$ cat src/core/rap_pkg.sv
// Purpose: Shared constants for the region access protection unit
// Assumes: 32-bit addresses, power-of-two region sizes
// Notes: Permission encodings are plain two-bit codes
package rap_pkg;

  // ----------------------------------------
  // Sizes
  // ----------------------------------------
  localparam int RAP_REGIONS = 8;
  localparam int RAP_SUBREGIONS = 8;
  localparam int RAP_IDX_W = 3;
  localparam int RAP_ADDR_W = 32;
  localparam int RAP_SIZE_W = 5;
  // Smallest size code that allows subregions (256 bytes)
  localparam logic [4:0] RAP_SUB_MIN_SIZE = 5'h07;

  // ----------------------------------------
  // Permission codes
  // ----------------------------------------
  typedef enum logic [1:0] {
    RAP_PERM_NONE = 2'b00,
    RAP_PERM_RO = 2'b01,
    RAP_PERM_RW = 2'b10,
    RAP_PERM_RSV = 2'b11
  } rap_perm_e;

  // ----------------------------------------
  // Reset values
  // ----------------------------------------
  localparam logic RAP_RST_ENABLE = 1'b0;
  localparam logic [31:0] RAP_RST_BASE = 32'h0000_0000;
  localparam logic [4:0] RAP_RST_SIZE = 5'h00;
  localparam logic [7:0] RAP_RST_SUBDIS = 8'h00;
  localparam logic [1:0] RAP_RST_PERM = 2'b00;
  localparam logic RAP_RST_VALID = 1'b0;

  // Checker states
  typedef enum logic [1:0] {
    RAP_ST_IDLE = 2'b00,
    RAP_ST_PASS = 2'b01,
    RAP_ST_FAULT = 2'b10
  } rap_state_e;

endpackage

$ cat src/core/rap_unit.sv
// Purpose: Checks each core access against eight protection regions
// Assumes: Inputs synchronous to clk_sys; core holds request until done
// Notes: One cycle check latency; result registered
//
// Contract
// - Up to eight configurable regions compare every checked access.
// - Each region of 256 bytes or more splits into eight equal subregions, each individually disableable.
// - Access hitting no enabled region raises the memory-management fault.
// - Access hitting a region that forbids its kind raises the fault.
// - Read-only region allows reads, rejects writes.
// - Access-disabled region rejects every access.
// - Rejected access never reaches memory; only the fault is signalled.
`timescale 1ns/1ns
`default_nettype none
module rap_unit (
  input wire logic clk_sys,
  input wire logic srst,
  // Configuration write port
  input wire logic cfg_wr,
  input wire logic [2:0] cfg_idx,
  input wire logic cfg_valid,
  input wire logic [31:0] cfg_base,
  input wire logic [4:0] cfg_size,
  input wire logic [7:0] cfg_subdis,
  input wire logic [1:0] cfg_perm,
  input wire logic cfg_enable_wr,
  input wire logic cfg_enable,
  output logic enable,
  // Core side
  input wire logic req_valid,
  input wire logic req_write,
  input wire logic [31:0] req_addr,
  input wire logic [31:0] req_wdata,
  output logic req_ready,
  output logic req_done,
  output logic fault,
  output logic [31:0] fault_addr,
  // Bus matrix side
  output logic mem_valid,
  output logic mem_write,
  output logic [31:0] mem_addr,
  output logic [31:0] mem_wdata,
  input wire logic mem_ready
);

  // ----------------------------------------
  // Region lookup
  // ----------------------------------------
  // Size code n (0 to 30) covers 2^(n+1) bytes; code 31 wraps the 5-bit shift to 0 and matches one address; aligned base assumed by software
  function automatic logic rap_hit(input logic [31:0] base, input logic [4:0] size,
                                   input logic [7:0] subdis, input logic [31:0] addr);
    logic [31:0] mask;
    logic [2:0] sub;
    logic [5:0] sh;
    mask = 32'hFFFF_FFFF << (size + 5'h01);
    sh = {1'b0, size} - 6'h02;
    sub = 3'(addr >> sh);
    rap_hit = ((addr & mask) == (base & mask))
              && !(size >= rap_pkg::RAP_SUB_MIN_SIZE && subdis[sub]);
  endfunction

  logic [7:0] reg_valid;
  logic [31:0] reg_base [8];
  logic [4:0] reg_size [8];
  logic [7:0] reg_subdis [8];
  logic [1:0] reg_perm [8];
  logic [7:0] next_valid;
  logic [31:0] next_base [8];
  logic [4:0] next_size [8];
  logic [7:0] next_subdis [8];
  logic [1:0] next_perm [8];
  logic next_enable;

  // Config storage update
  always_comb
  begin
    next_valid = reg_valid;
    next_base = reg_base;
    next_size = reg_size;
    next_subdis = reg_subdis;
    next_perm = reg_perm;
    next_enable = enable;
    if (cfg_wr)
    begin
      next_valid[cfg_idx] = cfg_valid;
      next_base[cfg_idx] = cfg_base;
      next_size[cfg_idx] = cfg_size;
      next_subdis[cfg_idx] = cfg_subdis;
      next_perm[cfg_idx] = cfg_perm;
    end
    if (cfg_enable_wr)
      next_enable = cfg_enable;
  end

  always_ff @(posedge clk_sys)
  begin
    if (srst)
    begin
      reg_valid <= {8{rap_pkg::RAP_RST_VALID}};
      enable <= rap_pkg::RAP_RST_ENABLE;
      for (int i = 0; i < rap_pkg::RAP_REGIONS; i++)
      begin
        reg_base[i] <= rap_pkg::RAP_RST_BASE;
        reg_size[i] <= rap_pkg::RAP_RST_SIZE;
        reg_subdis[i] <= rap_pkg::RAP_RST_SUBDIS;
        reg_perm[i] <= rap_pkg::RAP_RST_PERM;
      end
    end
    else
    begin
      reg_valid <= next_valid;
      enable <= next_enable;
      reg_base <= next_base;
      reg_size <= next_size;
      reg_subdis <= next_subdis;
      reg_perm <= next_perm;
    end
  end

  // Highest-numbered hit wins, so later regions can carve exceptions
  logic any_hit;
  logic [1:0] hit_perm;
  logic allowed;
  always_comb
  begin
    any_hit = 1'b0;
    hit_perm = rap_pkg::RAP_PERM_NONE;
    for (int i = 0; i < rap_pkg::RAP_REGIONS; i++)
    begin
      if (reg_valid[i] && rap_hit(reg_base[i], reg_size[i], reg_subdis[i], req_addr))
      begin
        any_hit = 1'b1;
        hit_perm = reg_perm[i];
      end
    end
    case (hit_perm)
      rap_pkg::RAP_PERM_RW: allowed = any_hit;
      rap_pkg::RAP_PERM_RO: allowed = any_hit && !req_write;
      default: allowed = 1'b0;
    endcase
    if (!enable)
      allowed = 1'b1;
  end

  // ----------------------------------------
  // Access sequencer
  // ----------------------------------------
  rap_pkg::rap_state_e state, next_state;
  logic [31:0] next_addr, next_wdata, next_fault_addr;
  logic next_write, next_done, next_fault;

  // Decision is taken once per request and held while memory is busy
  always_comb
  begin
    next_state = state;
    next_addr = mem_addr;
    next_wdata = mem_wdata;
    next_write = mem_write;
    next_fault_addr = fault_addr;
    next_done = 1'b0;
    next_fault = 1'b0;
    case (state)
      rap_pkg::RAP_ST_IDLE:
      begin
        if (req_valid)
        begin
          if (allowed)
          begin
            next_state = rap_pkg::RAP_ST_PASS;
            next_addr = req_addr;
            next_wdata = req_wdata;
            next_write = req_write;
          end
          else
          begin
            next_state = rap_pkg::RAP_ST_FAULT;
            next_fault = 1'b1;
            next_done = 1'b1;
            next_fault_addr = req_addr;
          end
        end
      end
      rap_pkg::RAP_ST_PASS:
      begin
        if (mem_ready)
        begin
          next_state = rap_pkg::RAP_ST_IDLE;
          next_done = 1'b1;
        end
      end
      rap_pkg::RAP_ST_FAULT:
        next_state = rap_pkg::RAP_ST_IDLE;
      default:
        next_state = rap_pkg::RAP_ST_IDLE;
    endcase
  end

  always_ff @(posedge clk_sys)
  begin
    if (srst)
    begin
      state <= rap_pkg::RAP_ST_IDLE;
      mem_addr <= 32'h0000_0000;
      mem_wdata <= 32'h0000_0000;
      mem_write <= 1'b0;
      fault_addr <= 32'h0000_0000;
      req_done <= 1'b0;
      fault <= 1'b0;
    end
    else
    begin
      state <= next_state;
      mem_addr <= next_addr;
      mem_wdata <= next_wdata;
      mem_write <= next_write;
      fault_addr <= next_fault_addr;
      req_done <= next_done;
      fault <= next_fault;
    end
  end

  // Only the pass state ever presents a request to memory
  assign mem_valid = (state == rap_pkg::RAP_ST_PASS);
  assign req_ready = (state == rap_pkg::RAP_ST_IDLE);

  // ----------------------------------------
  // Checks
  // ----------------------------------------
  property p_no_leak;
    @(posedge clk_sys) disable iff (srst)
    (state == rap_pkg::RAP_ST_IDLE && req_valid && !allowed) |=> !mem_valid && fault;
  endproperty
  a_no_leak: assert property (p_no_leak) else $error("blocked access reached memory");

  property p_disabled_passes;
    @(posedge clk_sys) disable iff (srst)
    (state == rap_pkg::RAP_ST_IDLE && req_valid && !enable) |=> mem_valid && !fault;
  endproperty
  a_disabled_passes: assert property (p_disabled_passes) else $error("unchecked access not passed");

  property p_miss_faults;
    @(posedge clk_sys) disable iff (srst)
    (state == rap_pkg::RAP_ST_IDLE && req_valid && enable && !any_hit) |=> fault;
  endproperty
  a_miss_faults: assert property (p_miss_faults) else $error("miss did not fault");

  property p_ro_write;
    @(posedge clk_sys) disable iff (srst)
    (state == rap_pkg::RAP_ST_IDLE && req_valid && enable && any_hit
     && hit_perm == rap_pkg::RAP_PERM_RO) |=> (fault == $past(req_write));
  endproperty
  a_ro_write: assert property (p_ro_write) else $error("read-only check wrong");

  property p_none_faults;
    @(posedge clk_sys) disable iff (srst)
    (state == rap_pkg::RAP_ST_IDLE && req_valid && enable && hit_perm == rap_pkg::RAP_PERM_NONE)
    |=> fault ##1 req_ready;
  endproperty
  a_none_faults: assert property (p_none_faults) else $error("disabled region passed");

  property p_rw_passes;
    @(posedge clk_sys) disable iff (srst)
    (state == rap_pkg::RAP_ST_IDLE && req_valid && enable && any_hit
     && hit_perm == rap_pkg::RAP_PERM_RW) |=> mem_valid && mem_addr == $past(req_addr);
  endproperty
  a_rw_passes: assert property (p_rw_passes) else $error("permitted access blocked");

  property p_fault_addr;
    @(posedge clk_sys) disable iff (srst)
    fault |-> req_done && fault_addr == $past(req_addr);
  endproperty
  a_fault_addr: assert property (p_fault_addr) else $error("fault address wrong");

  property p_cfg_store;
    @(posedge clk_sys) disable iff (srst)
    cfg_wr |=> reg_valid[$past(cfg_idx)] == $past(cfg_valid) && reg_perm[$past(cfg_idx)] == $past(cfg_perm);
  endproperty
  a_cfg_store: assert property (p_cfg_store) else $error("config not stored");

  property p_sub_block;
    @(posedge clk_sys) disable iff (srst)
    (reg_valid[0] && reg_size[0] >= rap_pkg::RAP_SUB_MIN_SIZE && reg_subdis[0] == 8'hFF)
    |-> !rap_hit(reg_base[0], reg_size[0], reg_subdis[0], req_addr);
  endproperty
  a_sub_block: assert property (p_sub_block) else $error("disabled subregion hit");

endmodule
`default_nettype wire

$ cat config.mk
export PLATFORM = sky130hd
export DESIGN_NAME = rap_unit
export DESIGN_NICKNAME = d
export VERILOG_FILES = /design/src/core/rap_pkg.sv /design/src/core/rap_unit.sv
export SDC_FILE = /design/constraint.sdc
export NUM_CORES = 2
export LEC_CHECK = 0
export BUFFER_PORTS_ARGS = -buffer_cell sky130_fd_sc_hd__buf_4
export CORE_UTILIZATION = 46
export DETAILED_ROUTE_END_ITERATION = 10
export SYNTH_ARGS = -nofsm -noshare
export SYNTH_HDL_FRONTEND = slang
export SYNTH_SLANG_ARGS = --single-unit
$ cat constraint.sdc
create_clock -name clk_sys -period 14.68 [get_ports clk_sys]
set_input_delay 1.468 -clock clk_sys [delete_from_list [all_inputs] [get_ports clk_sys]]
set_output_delay 1.468 -clock clk_sys [all_outputs]
set_load 0.01 [all_outputs]
After elaboration in Yosys (flattened, before gate mapping)

Index checks and enable logic that the tools add are counted.

Register bits after elaboration: 486
Input port bits: 123
Output and inout bits: 102
Logic and storage cells: 223

Add/subtract/negate cells: 16
Magnitude comparators: 20
Eq/ne operators: 13
Shift operators: 16
Muxes and demuxes: 57
Bitwise logic cells: 19
Reduce and logical (&&, ||, !) cells: 41

Operators with widths:

| cell                    | count |
|---|---|
| $and A32 B32 Y32        | 16 |
| $bwmux W256             | 1 |
| $eq A32 B32 Y1          | 8 |
| $shl A32 B5 Y32 const A | 8 |
| $shr A32 B6 Y3          | 8 |
| $demux W32 S3           | 1 |
| $bwmux W64              | 1 |
| $sub A5 B2 Y6 const B   | 8 |
| $add A5 B1 Y5 const B   | 8 |
| $bwmux W40              | 1 |
| $ge A5 B3 Y1 const B    | 8 |
| $lt A3 B4 Y1 const B    | 9 |
| $mux W32                | 1 |
| $logic_and A1 B1 Y1     | 27 |
| $bmux W1 S3             | 8 |
| $demux W8 S3            | 1 |
| $mux W2                 | 12 |
| $mux W1                 | 21 |
| $bwmux W16              | 1 |
| $demux W5 S3            | 1 |
| $logic_not A1 Y1        | 9 |
| $bwmux W8               | 1 |
| $mux W8                 | 1 |
| $demux W2 S3            | 1 |
| 17 further kinds        | 21 |

Depth between registers and ports, before layout

Depth after elaboration: 22
Depth in mapped cells: 27

Worst setup path after synthesis

No wires, ideal clock.

Path kind: input to register
Start point: input req_addr[9]
End point: register mem_addr[11]
Library setup time: 0.072 ns
Arrival: 6.296 ns
Slack: 8.312 ns
Stages: 21
Path buffers: 5
Cells stage by stage: clkbuf_1 -> buf_1 -> clkbuf_1 -> xnor2_1 -> nand3_1 -> a2111oi_0 -> a21oi_1 -> o32ai_1 -> nand4_1 -> a211o_1 -> or3b_2 -> o211a_1 -> a2111oi_0 -> and3b_1 -> ha_1 -> o21bai_1 -> a21boi_0 -> o31a_1 -> buf_4 -> buf_6 -> mux2i_1

Cells in the longest elaborated chain, start to end: 19

Ends and longest elaborated chain:

| what                                            | RTL line        | RTL |
|---|---|---|
| from (decl)                                     | rap_unit.sv:32  | `input wire logic [31:0] req_addr,` |
| $shr A32 B6 Y3                                  | rap_unit.sv:57  | `sub = 3'(addr >> sh);` |
| $bmux W1 S3                                     | rap_unit.sv:59  | `&& !(size >= rap_pkg::RAP_SUB_MIN_SIZE && subdis[sub]);` |
| $mux W1 (not written as such)                   | rap_unit.sv:59  |  |
| $logic_and A1 B1 Y1                             | rap_unit.sv:59  |  |
| $logic_not A1 Y1                                | rap_unit.sv:59  |  |
| $logic_and A1 B1 Y1                             | rap_unit.sv:59  |  |
| $logic_and A1 B1 Y1                             | rap_unit.sv:130 | `if (reg_valid[i] && rap_hit(reg_base[i], reg_size[i], reg_subdis[i], req_addr))` |
| $mux W2 or $mux W1 (tied branches) (8 in a row) | rap_unit.sv:130 |  |
| $eq A2 B1 Y1 (tied with other cells)            | rap_unit.sv:136 | `case (hit_perm)` |
| $pmux W1 S2 *                                   | rap_unit.sv:136 |  |
| $mux W1 *                                       | rap_unit.sv:141 | `if (!enable)` |
| $reduce_and A3 Y1 (no source line) *            | -               |  |
| to (signal assigned)                            | rap_unit.sv:213 | `mem_addr <= next_addr;` |
| to (decl)                                       | rap_unit.sv:41  | `output logic [31:0] mem_addr,` |

Every way passes the cells marked *; elsewhere a longest branch is shown, timed or not. The select of a mux whose other input is x is not followed.
A chain may end at the register's enable or synchronous reset.

Final worst setup path

Start point: register reg_size[35] in the netlist's numbering
End point: register mem_addr[22]

Cells in the longest elaborated chain, start to end: 20

Ends and longest elaborated chain:

| what                                            | RTL line        | RTL |
|---|---|---|
| from (decl)                                     | rap_unit.sv:64  | `logic [4:0] reg_size [8];` |
| from (signal, indexed assignment)               | rap_unit.sv:104 | `reg_size[i] <= rap_pkg::RAP_RST_SIZE;` |
| from (signal assigned)                          | rap_unit.sv:114 | `reg_size <= next_size;` |
| $sub A5 B2 Y6                                   | rap_unit.sv:56  | `sh = {1'b0, size} - 6'h02;` |
| $shr A32 B6 Y3                                  | rap_unit.sv:57  |  |
| $bmux W1 S3                                     | rap_unit.sv:59  |  |
| $mux W1 (not written as such)                   | rap_unit.sv:59  |  |
| $logic_and A1 B1 Y1                             | rap_unit.sv:59  |  |
| $logic_not A1 Y1                                | rap_unit.sv:59  |  |
| $logic_and A1 B1 Y1 *                           | rap_unit.sv:59  |  |
| $logic_and A1 B1 Y1 *                           | rap_unit.sv:130 |  |
| $mux W2 or $mux W1 (tied branches) (8 in a row) | rap_unit.sv:130 |  |
| $eq A2 B1 Y1 (tied with other cells)            | rap_unit.sv:136 |  |
| $pmux W1 S2 *                                   | rap_unit.sv:136 |  |
| $mux W1 *                                       | rap_unit.sv:141 |  |
| $reduce_and A3 Y1 (no source line) *            | -               |  |

Marked as above.

==> impl_metrics.yaml <==
worst_setup_path:
  cp-end-kind: "flip-flop"
  path_class: "flip-flop to flip-flop"
  crit_buf_inv: 3
  start_kind: "flip-flop"
  slowest_stage: "dfxtp_1"
  cpLargestDelayFamily: "compound AO/OA/AOI/OAI gates"
  critPathMaxFanout: 53
  max_stage_delay_ns: 0.98
  required_ns: 15.22
  worstPathArrival_ns: 8.31
  crit_chain: "clkinv_1, ha_1, inv_1, o211ai_1, a221o_1, o2bb2ai_1, o41ai_1, o2111ai_1, a211oi_1, o211ai_1, o211a_1, a2111oi_0, and3b_1, ha_1, o21bai_1, a21boi_0, o31a_2, buf_4, mux2i_1"
place:
  place_area_sq_um: 33300
  gp_congestion: 0.973
  place_ws_ns: 6.90
  place_hpwl_mm: 74.6
  portBuffers: 224
power:
  p_per_area_nw_per_um2: 96.2
  clock_power_share_pct: 42.8
  power_leakage_nw: 12.5
  pwr-share-seq_pct: 41.2
  intPower_w: 0.00242
  p_sw_share_pct: 28.5
  p_comb_share_pct: 16.1
  switchingPower_w: 0.000965
  peakVddDrop_mv: 0.0840
global_routing:
  grt_usage_pct: 31.7
  first_global_vias: 26300
  antenna_found_initial: 2
  grt_pass1_wl_mm: 171
  grt_max_degree: 191
  grt_overflow: 0
yosys:
  yosys-top-cells-count: "881 x nand2_1, 486 x dfxtp_1, 458 x a21oi_1"
  ys_seq_elements: 486
  synth.distinct_cells: 96
  synth_area_leaders: "dfxtp_1 31%, nand2_1 10%, mux4_2 9.0%"
  async_flop_share_pct: 0
  ys_warn_count: 0
  syn-cell-area_sq_um: 31900
  synth_cells: 3898
  synth-edff-count: 0
  syn-num-nets: 4071
  netlist.top_cell.by_area: "dfxtp_1"
  ys_seq_area_share_pct: 30.5
  synth_area_per_cell_sq_um: 8.17
  synthFlopType: "dfxtp_1"
  synth_top_area_share_pct: 30.5
  yosysMostFrequentCell: "nand2_1"
drt:
  met2WireLength_mm: 50.4
  drt_pass1_iterations: 6
  vias_per_cell: 6.03
  top_layer: "met5"
  drt_wl_total_mm: 115
  routed_wire_length_per_instance_um: 23.9
  drt-initial-drc-count: 3811
  ant_nets: 0
  wl_met1_mm: 48.7
  num_vias: 28900
  wl_met3_mm: 11.4
  post-route-drc-count: 0
worst_hold_path:
  hp-class: "flip-flop to flip-flop"
run:
  maxCapViolCount: 0
clock_tree:
  cts_setup_buffers: 0
  clkSinkCount: 486
  cts_resized: 0
  cts_made_buffers: 55
  cts_max_level: 2
  clockRootBuffer: "clkbuf_16"
  cts_tree: "done"
  cts_buffer_depth: 3
  clkTransAtPathRegs_ns: 0.06
  clk_latency_ns: 0.65
  ctsHoldBuffers: 0
finish:
  fillers: 6630
  area_growth_pct: 10.5
  fin_nets: 3996
  n_antenna_cell: 0
  drive_gt1_share_pct: 14.6
  final_area_sq_um: 35200
floorplan:
  die_h_um: 265
  die_w_um: 265
  start_util_pct: 46.5
  io_pins: 225
  core_area_sq_um: 68600
  die_area_sq_um: 70300
  num_rows: 96
timing:
  grt_setup_unrepaired: "no"
  slew_viol_final: 0
  min_period_over_period_pct: 52.9
  hold_violations: 0
  max_freq_ghz: 0.129
  holdWs_ns: 0.451
  relSlewSlack_pct: 18.1
  setup_viol: 0
  finalWorstSetupSlack_ns: 6.91
  fin_crit_ns: 7.77
  fin_tns_setup_ns: 0
  worst_pin_slew_ns: 1.22
  finalClockSkew_ns: 0.0291
run_status:
  status: "complete, no violations"
==> power groups by stage <==
stage	logic [W]	registers (W)	clock network, W
final	0.000544	0.00139	0.00145
after global routing	0.000577	0.00140	0.00152
after CTS	0.000536	0.00139	0.00147
after detailed placement	0.000534	0.00142	0
after global placement	0.000532	0.00142	0
after floorplan	0.000357	0.00142	0
==> metal layers <==
layer / track usage (%) / vias up
met2: 48.1 / 1565
met5: 0 / -
met1: 44.6 / 13800
met4: 11.0 / 2
li1: - / 13300
met3: 6.42 / 222
==> path summary, 6_finish.rpt <==
kind / from / to / slack (ns) / depth (start not counted)
max: reg_size[35]$_SDFFE_PP0P_ / mem_addr[22]$_SDFFE_PP0P_ / 6.91 / 19
min: reg_perm[10]$_SDFFE_PP0P_ / reg_perm[10]$_SDFFE_PP0P_ / 0.45 / 2
max reg2reg: reg_size[35]$_SDFFE_PP0P_ / mem_addr[22]$_SDFFE_PP0P_ / 6.91 / 19
min reg2reg: reg_perm[10]$_SDFFE_PP0P_ / reg_perm[10]$_SDFFE_PP0P_ / 0.45 / 2
==> sequential cells by signal, indices dropped and copies added (netlist names) <==
name	cells
reg_base	256
reg_subdis	64
reg_size	40
fault_addr	32
mem_addr	32
mem_wdata	32
reg_perm	16
reg_valid	8
state	2
enable	1
fault	1
mem_write	1
req_done	1
==> area by class of cell <==
type | count | area (sq um) | area share [%]
flip-flops and latches | 486 | 9730 | 27.6
clock inverters | 19 | 255 | 0.725
repair buffers | 258 | 1940 | 5.52
multi-input cells | 2957 | 20200 | 57.5
well taps | 931 | 1160 | 3.31
inverters | 65 | 244 | 0.693
clock buffers | 80 | 1640 | 4.66
==> metrics by stage <==
stage               power [W]  std cells  utilization, %
floorplan             0.00178       3898               -
global placement      0.00195       4697            48.6
detailed placement    0.00196       4697            48.6
CTS                   0.00340       4796            51.3
global route          0.00349       4796            51.3
finish                0.00339       4796            51.3
==> kinds of logic (layout without fill, tap and decap cells) <==
| group | count (synthesis) | in the layout | share of synthesized area [%] |
|---|---|---|---|
| AO/OA/AOI/OAI | 823 | 823 | 15.8 |
| XOR/XNOR | 288 | 288 | 8.01 |
| buffers and inverters | 455 | 422 | 6.21 |
| multiplexers | 397 | 397 | 17.6 |
| adder cells (fa/ha/maj) | 52 | 52 | 2.03 |
| AND/OR/NAND/NOR | 1397 | 1397 | 19.8 |
| flip-flops | 486 | 486 | 30.5 |
==> placed cells by master (no fill, tap or decap), types with 11 or more instances in the layout <==
cell	count
and3_1	11
nor4_1	14
nand2_1	878
clkbuf_16	56
a22o_1	13
a211oi_1	15
a221oi_1	20
o21ai_0	84
xor2_1	144
xnor2_1	140
nand3_1	68
nor2b_1	37
nor2_1	75
mux2i_1	234
o211ai_1	20
inv_1	60
a22oi_1	13
clkbuf_8	15
dfxtp_1	484
o22ai_1	25
mux2_2	35
mux4_2	127
nand2b_1	186
buf_4	257
o31ai_1	11
a21boi_0	12
and2_1	14
ha_1	50
nor3_1	25
a31oi_1	16
nand4_1	16
a21oi_1	458
==> tightest hold or removal path: stages, from the launching register on <==
cell and delay, ns:
dfxtp_1 0.30, nand2_1 0.05, a21oi_1 0.05
Note: power is estimated with default switching activity, not from simulation.
